--- src/rspl_pkg.sv ---
// shared constants for the reset strap and polarity latch block
package rspl_pkg;

  // ==========================================================
  // register map (byte addresses, one 32-bit word each)
  // ==========================================================
  localparam logic [7:0] OFF_CTRL = 8'h00; // control: leds, power
  localparam logic [7:0] OFF_STATUS = 8'h04; // read-only state
  localparam logic [7:0] OFF_INT_STATUS = 8'h08; // sticky events, w1c
  localparam logic [7:0] OFF_INT_MASK = 8'h0C; // event enables

  // ==========================================================
  // control register fields
  // ==========================================================
  localparam int CTRL_LED_EN_BIT = 0; // indicator support enabled
  localparam int CTRL_PWR_LSB = 8; // per-port power request
  localparam int CTRL_LED_ON_LSB = 16; // per-port indicator on
  localparam logic [31:0] CTRL_RESET = 32'h0000_0000;
  localparam logic [31:0] CTRL_MASK = 32'h0003_0301;

  // ==========================================================
  // status register fields
  // ==========================================================
  localparam int STAT_CFG_BIT = 0; // latched config select
  localparam int STAT_DRV_LSB = 1; // drive setting in use
  localparam int STAT_POL_BIT = 3; // power polarity in use
  localparam int STAT_LEDPOL_LSB = 4; // indicator polarity
  localparam int STAT_OC_LSB = 8; // live over-current level
  localparam int STAT_DONE_BIT = 15; // straps captured

  // ==========================================================
  // reset values of the latched straps
  // ==========================================================
  localparam logic [1:0] DRV_DEFAULT = 2'h0; // normal drive level
  localparam logic POL_DEFAULT = 1'h1; // active high power enable
  localparam logic CFG_DEFAULT = 1'h0; // straps not honoured
  localparam logic [31:0] INT_RESET = 32'h0000_0000;

  // ==========================================================
  // timing
  // ==========================================================
  localparam int SYNC_STAGES = 2; // flops per pin synchroniser
  localparam int ACK_CYCLES = 1; // bus answer one cycle after request

endpackage : rspl_pkg

--- src/rspl_sync.sv ---
// two-flop synchroniser for a group of pin levels
`timescale 1ns/1ps
module rspl_sync #(
  parameter int WIDTH = 1
) (
  input wire logic clk_sys,
  input wire logic ce,
  input wire logic [WIDTH-1:0] pin,
  output logic [WIDTH-1:0] level
);

  // ==========================================================
  // synchroniser chain
  // ==========================================================
  logic [WIDTH-1:0] meta; // first stage, read only by second

  // no reset: the chain keeps tracking pins while the core is in
  // reset, so strap levels are already settled at the release
  always_ff @(posedge clk_sys) begin
    if (ce) begin
      meta <= pin;
      level <= meta;
    end
  end

endmodule : rspl_sync

--- src/rspl_top.sv ---
// strap capture, port power polarity, indicators, over-current
//
// The implementer's own choices: the Wishbone interface to the registers and the placing of the registers.
`timescale 1ns/1ps
module rspl_top #(
  parameter int NPORTS = 2, // downstream ports with power control
  parameter bit HAS_POL_STRAP = 1'b1 // polarity pin present
) (
  input wire logic clk_sys,
  input wire logic nrst,
  input wire logic ce,
  input wire logic wb_cyc_i,
  input wire logic wb_stb_i,
  input wire logic wb_we_i,
  input wire logic [7:0] wb_adr_i,
  input wire logic [3:0] wb_sel_i,
  input wire logic [31:0] wb_dat_i,
  output logic [31:0] wb_dat_o,
  output logic wb_ack_o,
  input wire logic cfg_select_strap,
  input wire logic [1:0] drive_level_strap,
  input wire logic port_power_polarity_strap,
  input wire logic [NPORTS-1:0] overcurrent_sense_in_n,
  output logic [NPORTS-1:0] port_power_enable_out,
  output logic [1:0] enhanced_port_indicator,
  output logic [1:0] phy_drive_current_setting,
  output logic irq
);

  // ==========================================================
  // helpers
  // ==========================================================
  // byte-lane merge of a write into a stored word
  function automatic logic [31:0] rspl_merge(
    input logic [31:0] old_val,
    input logic [31:0] new_val,
    input logic [3:0] sel
  );
    logic [31:0] res;
    res = old_val;
    for (int b = 0; b < 4; b++) begin
      if (sel[b]) begin
        res[8*b +: 8] = new_val[8*b +: 8];
      end
    end
    return res;
  endfunction : rspl_merge

  // ==========================================================
  // pin synchronisers
  // ==========================================================
  localparam int SW = 4 + NPORTS; // straps plus sense inputs
  logic [SW-1:0] sync_out; // settled pin levels
  logic cfg_s; // config select strap
  logic [1:0] drv_s; // drive level strap
  logic pol_s; // polarity strap
  logic [NPORTS-1:0] oc_now; // over-current, active high

  rspl_sync #(
    .WIDTH(SW)
  ) u_sync (
    .clk_sys(clk_sys),
    .ce(ce),
    .pin({overcurrent_sense_in_n, port_power_polarity_strap,
          drive_level_strap, cfg_select_strap}),
    .level(sync_out)
  );

  assign cfg_s = sync_out[0];
  assign drv_s = sync_out[2:1];
  // absent pin reads as active high
  assign pol_s = HAS_POL_STRAP ? sync_out[3] : rspl_pkg::POL_DEFAULT;
  // inverted active-low sense input is the port's over-current flag
  assign oc_now = ~sync_out[SW-1:4];

  // ==========================================================
  // strap capture at reset release
  // ==========================================================
  logic rst_done; // set at first enabled edge after release
  logic cfg_q; // latched config select
  logic [1:0] drv_q; // latched drive strap
  logic pol_q; // latched power polarity

  // capture happens on a clocked edge after release, since an
  // async reset may only load constants
  always_ff @(posedge clk_sys or negedge nrst) begin
    if (!nrst) begin
      rst_done <= 1'b0;
      cfg_q <= rspl_pkg::CFG_DEFAULT;
      drv_q <= rspl_pkg::DRV_DEFAULT;
      pol_q <= rspl_pkg::POL_DEFAULT;
    end else if (ce && !rst_done) begin
      rst_done <= 1'b1;
      cfg_q <= cfg_s;
      drv_q <= drv_s;
      pol_q <= pol_s;
    end
  end

  // values in use: live strap until capture, latched after
  logic cfg_use; // config select in use
  logic [1:0] drv_use; // drive strap in use
  logic pol_use; // power polarity in use
  logic pol_live; // raw polarity for the reset path
  assign cfg_use = rst_done ? cfg_q : cfg_s;
  assign drv_use = rst_done ? drv_q : drv_s;
  assign pol_use = rst_done ? pol_q : pol_s;
  assign pol_live = HAS_POL_STRAP ? port_power_polarity_strap
                                  : rspl_pkg::POL_DEFAULT;

  // ==========================================================
  // wishbone slave
  // ==========================================================
  logic [31:0] ctrl; // control register
  logic [31:0] int_st; // sticky event bits
  logic [31:0] int_mask; // event enables
  logic req; // request presented
  logic wr_now; // write takes effect this edge
  logic hit_ctrl, hit_stat, hit_ist, hit_imsk; // address decode
  logic [31:0] stat_word; // live status view
  logic [31:0] next_rdata; // selected read word

  assign req = wb_cyc_i && wb_stb_i;
  assign wr_now = req && wb_we_i && wb_ack_o;
  assign hit_ctrl = wb_adr_i[7:2] == rspl_pkg::OFF_CTRL[7:2];
  assign hit_stat = wb_adr_i[7:2] == rspl_pkg::OFF_STATUS[7:2];
  assign hit_ist = wb_adr_i[7:2] == rspl_pkg::OFF_INT_STATUS[7:2];
  assign hit_imsk = wb_adr_i[7:2] == rspl_pkg::OFF_INT_MASK[7:2];

  // status bits, unused positions read as zero
  logic [1:0] led_pol; // indicator polarity, 1 = active low
  always_comb begin
    stat_word = 32'h0000_0000;
    stat_word[rspl_pkg::STAT_CFG_BIT] = cfg_use;
    stat_word[rspl_pkg::STAT_DRV_LSB +: 2] = phy_drive_current_setting;
    stat_word[rspl_pkg::STAT_POL_BIT] = pol_use;
    stat_word[rspl_pkg::STAT_LEDPOL_LSB +: 2] = led_pol;
    stat_word[rspl_pkg::STAT_OC_LSB +: NPORTS] = oc_now;
    stat_word[rspl_pkg::STAT_DONE_BIT] = rst_done;
  end

  // unmapped addresses read zero and ignore writes
  assign next_rdata = hit_ctrl ? ctrl :
                      hit_stat ? stat_word :
                      hit_ist ? int_st :
                      hit_imsk ? int_mask : 32'h0000_0000;

  // answer one cycle after the request; drop after one cycle
  always_ff @(posedge clk_sys or negedge nrst) begin
    if (!nrst) begin
      wb_ack_o <= 1'b0;
      wb_dat_o <= 32'h0000_0000;
    end else if (ce) begin
      wb_ack_o <= req && !wb_ack_o;
      if (req && !wb_ack_o && !wb_we_i) begin
        wb_dat_o <= next_rdata;
      end
    end
  end

  // control and mask writes land on the acknowledging edge
  always_ff @(posedge clk_sys or negedge nrst) begin
    if (!nrst) begin
      ctrl <= rspl_pkg::CTRL_RESET;
      int_mask <= rspl_pkg::INT_RESET;
    end else if (ce && wr_now) begin
      if (hit_ctrl) begin
        ctrl <= rspl_pkg::CTRL_MASK & rspl_merge(ctrl, wb_dat_i, wb_sel_i);
      end
      if (hit_imsk) begin
        int_mask <= rspl_merge(int_mask, wb_dat_i, wb_sel_i)
                    & {{(32-NPORTS){1'b0}}, {NPORTS{1'b1}}};
      end
    end
  end

  // ==========================================================
  // over-current events and interrupt
  // ==========================================================
  logic [NPORTS-1:0] oc_prev; // level seen last cycle
  logic [31:0] oc_event; // rising over-current per port
  logic [31:0] int_clr; // write-one-to-clear mask
  logic [31:0] next_int_st; // next sticky bits

  assign oc_event = {{(32-NPORTS){1'b0}}, oc_now & ~oc_prev};
  assign int_clr = (wr_now && hit_ist) ? 
                   rspl_merge(32'h0000_0000, wb_dat_i, wb_sel_i)
                   : 32'h0000_0000;
  // a new event in the clearing cycle survives the clear
  assign next_int_st = (int_st & ~int_clr) | oc_event;

  always_ff @(posedge clk_sys or negedge nrst) begin
    if (!nrst) begin
      oc_prev <= '0;
      int_st <= rspl_pkg::INT_RESET;
      irq <= 1'b0;
    end else if (ce) begin
      oc_prev <= oc_now;
      int_st <= next_int_st;
      irq <= |(next_int_st & int_mask);
    end
  end

  // ==========================================================
  // drive setting and indicators
  // ==========================================================
  logic led_en; // indicator support enabled
  logic [1:0] led_on; // indicator requested on
  logic [1:0] next_drive; // drive setting to present
  logic [1:0] next_led; // indicator pin levels

  assign led_en = ctrl[rspl_pkg::CTRL_LED_EN_BIT];
  assign led_on = ctrl[rspl_pkg::CTRL_LED_ON_LSB +: 2] & {2{led_en}};
  // strap value used directly as drive setting when config select is honoured, default otherwise
  assign next_drive = cfg_use ? drv_use : rspl_pkg::DRV_DEFAULT;
  // bit 1 port 2, bit 0 port 1
  // active low when strap not honoured
  assign led_pol = cfg_use ? drv_use : 2'h3;
  // off pins rest at the inactive level of their polarity
  assign next_led = led_pol ^ led_on;

  always_ff @(posedge clk_sys or negedge nrst) begin
    if (!nrst) begin
      phy_drive_current_setting <= rspl_pkg::DRV_DEFAULT;
      enhanced_port_indicator <= 2'h3;
    end else if (ce) begin
      phy_drive_current_setting <= next_drive;
      enhanced_port_indicator <= next_led;
    end
  end

  // ==========================================================
  // port power enables
  // ==========================================================
  logic [NPORTS-1:0] pwr_on; // power wanted and safe
  logic [NPORTS-1:0] pwr_q; // registered pin level
  // power is cut while the port reports over-current
  assign pwr_on = ctrl[rspl_pkg::CTRL_PWR_LSB +: NPORTS] & ~oc_now;

  always_ff @(posedge clk_sys or negedge nrst) begin
    if (!nrst) begin
      pwr_q <= '0;
    end else if (ce) begin
      pwr_q <= pol_use ? pwr_on : ~pwr_on;
    end
  end

  // the only path that is not a plain flop: under reset no clock
  // edge can be relied on, so the off level must follow the pin
  // reset path uses live strap
  assign port_power_enable_out = rst_done ? pwr_q : {NPORTS{~pol_live}};

  // ==========================================================
  // checks
  // ==========================================================
  chk_power_in_reset: assert property (
    @(posedge clk_sys) !nrst |-> port_power_enable_out == {NPORTS{~pol_live}})
    else $error("power enable active during reset");

  chk_polarity_held: assert property (
    @(posedge clk_sys) disable iff (!nrst)
    rst_done |=> $stable(pol_q) && rst_done)
    else $error("latched polarity changed after release");

  chk_power_level: assert property (
    @(posedge clk_sys) disable iff (!nrst)
    (rst_done && ce) |=> port_power_enable_out ==
      (pol_q ? $past(pwr_on) : ~$past(pwr_on)))
    else $error("power enable level does not match polarity");

  chk_no_pin_high: assert property (
    @(posedge clk_sys) disable iff (!nrst)
    HAS_POL_STRAP || (pol_use && pol_live))
    else $error("polarity not active high without strap pin");

  chk_drive_setting: assert property (
    @(posedge clk_sys) disable iff (!nrst)
    (rst_done && ce) |=> phy_drive_current_setting ==
      (cfg_q ? drv_q : rspl_pkg::DRV_DEFAULT))
    else $error("drive setting differs from sampled strap");

  chk_led_strap_pol: assert property (
    @(posedge clk_sys) disable iff (!nrst)
    (rst_done && ce && cfg_q && led_en && ctrl[rspl_pkg::CTRL_LED_ON_LSB+1])
    |=> enhanced_port_indicator[1] == ~drv_q[1])
    else $error("port 2 indicator level ignores strap polarity");

  chk_led_active_low: assert property (
    @(posedge clk_sys) disable iff (!nrst)
    (rst_done && ce && !cfg_q && led_en && ctrl[rspl_pkg::CTRL_LED_ON_LSB])
    |=> enhanced_port_indicator[0] == 1'b0)
    else $error("port 1 indicator not driven low when on");

  chk_cfg_held: assert property (
    @(posedge clk_sys) disable iff (!nrst)
    rst_done |=> $stable(cfg_q) && $stable(drv_q))
    else $error("latched straps changed after release");

  chk_oc_sync: assert property (
    @(posedge clk_sys) disable iff (!nrst)
    (ce && !overcurrent_sense_in_n[0])[*3] |-> oc_now[0])
    else $error("over-current not seen after two flops");

  chk_oc_power_cut: assert property (
    @(posedge clk_sys) disable iff (!nrst)
    (rst_done && ce && oc_now[0]) |=>
      port_power_enable_out[0] == ~pol_q)
    else $error("power stays on during over-current");

  chk_irq_level: assert property (
    @(posedge clk_sys) disable iff (!nrst)
    ce |=> irq == |(int_st & $past(int_mask)))
    else $error("interrupt output does not follow masked status");

  chk_bus_answer: assert property (
    @(posedge clk_sys) disable iff (!nrst)
    (ce && req && !wb_ack_o) |=> wb_ack_o ##1 (!wb_ack_o || !ce))
    else $error("bus answer not one cycle after request");

  chk_ack_idle: assert property (
    @(posedge clk_sys) disable iff (!nrst)
    (ce && !req) |=> !wb_ack_o)
    else $error("bus answer without a request");

  // a rising over-current must land even in a clearing cycle
  chk_event_wins: assert property (
    @(posedge clk_sys) disable iff (!nrst)
    (ce && oc_now[0] && !oc_prev[0]) |=> int_st[0])
    else $error("over-current event not recorded");

  // only a one written to the bit may drop it
  chk_int_sticky: assert property (
    @(posedge clk_sys) disable iff (!nrst)
    (int_st[0] && !(wr_now && hit_ist && wb_sel_i[0] && wb_dat_i[0]))
    |=> int_st[0])
    else $error("event bit dropped without a clear");

endmodule : rspl_top

--- config.mk ---
export PLATFORM = sky130hd
export DESIGN_NAME = rspl_top
export DESIGN_NICKNAME = d
export VERILOG_FILES = /design/src/rspl_pkg.sv /design/src/rspl_sync.sv /design/src/rspl_top.sv
export SDC_FILE = /design/constraint.sdc
export NUM_CORES = 1
export LEC_CHECK = 0
export CAP_MARGIN = 20
export CORE_MARGIN = 2
export CORE_UTILIZATION = 50
export DETAILED_ROUTE_END_ITERATION = 6
export DONT_BUFFER_PORTS = 1
export GPL_ROUTABILITY_DRIVEN = 0
export SYNTH_ARGS = -nofsm -noshare
export SYNTH_HDL_FRONTEND = slang
export SYNTH_SLANG_ARGS = --single-unit
--- constraint.sdc ---
create_clock -name clk_sys -period 1.92 [get_ports clk_sys]
set_clock_uncertainty 0.15 [all_clocks]
set_input_delay 0.096 -clock clk_sys [delete_from_list [all_inputs] [get_ports clk_sys]]
set_output_delay 0.096 -clock clk_sys [all_outputs]
set_load 0.02 [all_outputs]
==> qor.txt <==
status: complete, but fails checks
failing checks: negative hold slack
Die ar.: 8400 um2
Seq/Total Area, Yosys: 0.655
Mapped Cells: 290
Max-slew headroom: 0.704
synth warn: 0
via-per-instance ratio: 5.68
Core Area: 7330 um2
initial antenna violation count: 0
Hold-fix buffers, CTS: 49
reg-to-reg critical path endpoint: int_st[1]$_DFFE_PN0P_
Register Area: 2520 um2
Multi-input gate area: 1250 um2
Syn Std Cell Area: 3840 um2
Max-Cap Viols: 0
actual slew at the worst max-slew pin: 0.446 ns
pin count of the biggest net entering global routing: 87
clock buffer count from CTS: 9
Die Y: 91.6 um
fin crit share: 0.946
post-route minimum period: 1.82 ns
GRT Total Usage: 0.211
Peak VDD IR: 0.000571 V
clock latency on the worst-skew pair: 0.36 ns
# setup viols final: 0
drt wl/cell: 18.5 um
FF-to-FF Start: wb_ack_o$_DFFE_PN0P_
critical-path cell list: and4_4 > nand4b_1 > dlygate4sd3_1 > o22ai_1 > a21oi_1
share of cells above drive strength 1: 0.150
Total Power: 3.72 mW
postcts setup bufs: 0
Req. time, crit path: 2.02 ns
highest clock rate: 551 MHz
routed via count: 2566
CTS tree: built
# clock sinks: 98
IO Pins: 96
I/O Buffers: 0
R2R depth: 5
P&R area growth vs syn: 23.2%
std cell rows: 31
kind of critical path: register to register
RSZ-0062 raised after global routing: true
leakage: 2.10 nW
Critical Path AT: 1.92 ns
htree depth: 3
filler instances: 580
total wire length: 8370 um
hpwl dp: 5460 um
Post-synth ARST share: 0.878
first-pass GRT wire length: 13700 um
Clock transition at path regs: 0.10 ns
DR pass1 iterations: 4
Fin Hold WS: -0.728 ns
diodes inserted: 0
clock root buffer: clkbuf_8
# DRC: 0
initial core utilization: 0.524
min-delay worst type: primary input to asynchronous set/reset pin
Post-Syn Area per Cell: 13.2 um2
Total Nets Final: 404
crit path max-delay cell type: dlygate4sd3_1
ANT nets after route: 0
synthesized flop and latch total: 98
GRT Residual Overflow: 0
endpoints failing hold: 86
Max Slew Vio Count: 0
Setup TNS Final: 0 ns
Power Density: 785 nW/um2
ys flop type: dfrtp_1
CP Capture Type: register
clock buffer depth: 2
CP peak stage delay: 0.59 ns
Mapped Nets: 346
Synth cell types: 39
DRT iter0 DRCs: 90
Max FO, Critical Path: 5
startpoint types: register
die width: 91.6 um
FF-to-FF setup slack: 0.10 ns
number of global-route vias before repair: 2632
Post-synth EDFFs: 12
-- synthesized netlist by cell type, types with 2 or more instances --
cell | n | area share
a22oi_1 | 5 | 0.0098
dfstp_2 | 3 | 0.021
dfrtp_1 | 83 | 0.54
o22ai_1 | 5 | 0.0081
mux2_2 | 14 | 0.041
inv_1 | 5 | 0.0049
nand3_1 | 6 | 0.0078
buf_1 | 2 | 0.0020
edfxtp_1 | 12 | 0.094
a22o_1 | 27 | 0.062
buf_2 | 6 | 0.0078
nand2b_1 | 3 | 0.0049
a21oi_1 | 10 | 0.013
o21ai_0 | 6 | 0.0078
a21boi_0 | 30 | 0.059
nand4b_1 | 2 | 0.0046
xor2_1 | 3 | 0.0068
nor2b_1 | 2 | 0.0033
o221ai_1 | 2 | 0.0046
clkbuf_1 | 6 | 0.0059
nor2_1 | 16 | 0.016
nand2_1 | 18 | 0.018
mux2i_1 | 8 | 0.021
-- per-stage QoR --
stage	area, um2	utilization	setup WS, ns	cells	hold slack, ns
finish	4730	0.646	0.104	452	-0.728
global route	4730	0.646	-0.0172	452	-0.759
CTS	4690	0.640	0.0586	451	-0.749
detailed placement	4000	0.545	0.113	386	-0.346
global placement	4000	0.545	0.121	386	-0.347
floorplan	3840	-	0.155	290	-0.350
-- worst max-delay path, delay by kind of cell (launching register included) --
family	cells	cell delay, ns
compound gates	2	0.21
simple gates	2	0.39
flops	1	0.37
buf+inv	1	0.59
-- report_power, final --
part           leakage [nW]  switching (mW)  internal, mW  total [mW]
registers              1.27          0.0419          2.15        2.20
logic                 0.728          0.0992         0.126       0.225
clock network        0.0961           0.727         0.567        1.29
-- registers in the layout, summed over array words and instances (netlist names) --
register / cells
int_st: 32
wb_dat_o: 32
u_sync.level: 6
u_sync.meta: 6
ctrl: 5
drv_q: 2
enhanced_port_indicator: 2
int_mask: 2
oc_prev: 2
phy_drive_current_setting: 2
pwr_q: 2
cfg_q: 1
irq: 1
pol_q: 1
rst_done: 1
wb_ack_o: 1
-- cell type report --
| class | instances | area share |
|---|---|---|
| inverters | 5 | 0.00397 |
| well taps | 99 | 0.0262 |
| flip-flops and latches | 98 | 0.532 |
| repair buffers | 61 | 0.132 |
| multi-input cells | 173 | 0.265 |
| clock inverters | 5 | 0.00899 |
| clock buffers | 11 | 0.0323 |
-- kinds of logic after synthesis --
kind of cell,count (synthesis),synth area share
DFF,98,0.655
xor gates and xnor gates,4,0.00913
buffers and inverters,19,0.0205
muxes,23,0.0678
and+or+nand+nor,57,0.0753
AOI/OAI and AO/OA,89,0.172
-- layout by cell type (no fill, tap or decap), types with 5 or more instances in the layout --
| master | n |
|---|---|
| dfrtp_1 | 83 |
| dlygate4sd3_1 | 47 |
| a21boi_0 | 30 |
| a22o_1 | 27 |
| nand2_1 | 18 |
| mux2_2 | 14 |
| nor2_1 | 13 |
| edfxtp_1 | 12 |
| a21oi_1 | 10 |
| buf_4 | 10 |
| clkbuf_8 | 9 |
| mux2i_1 | 8 |
| nand3_1 | 6 |
| o21ai_0 | 6 |
| inv_1 | 5 |
| o22ai_1 | 5 |
| a22oi_1 | 5 |
-- per-layer routing --
metal	vias to the layer above	GRT usage	share of wire
met4	0	0.0593	0.015
met2	95	0.327	0.47
met5	-	0	0
met3	14	0.0764	0.079
li1	1185	-	-
met1	1272	0.283	0.44
-- worst max path at each step --
stage | slack [ns] | end | cells past startpoint | startpoint
finish | 0.10 | int_st[1]$_DFFE_PN0P_ | 5 | wb_ack_o$_DFFE_PN0P_
global placement | 0.12 | ctrl[17]$_DFFE_PN0P_ | 4 | wb_adr_i[5]
global route | -0.02 | int_st[1]$_DFFE_PN0P_ | 5 | wb_ack_o$_DFFE_PN0P_
floorplan | 0.16 | wb_dat_o[4]$_DFFE_PN0P_ | 6 | wb_ack_o$_DFFE_PN0P_
CTS | 0.06 | int_st[1]$_DFFE_PN0P_ | 5 | wb_ack_o$_DFFE_PN0P_
detailed placement | 0.11 | ctrl[16]$_DFFE_PN0P_ | 4 | wb_adr_i[5]
-- repair_timing --
action                                  in CTS  in global routing
endpoints found under the setup margin       0                 44
resized for setup                            0                  6
hold endpoints to repair                   164                 86
(Power assumes the default switching activity.)
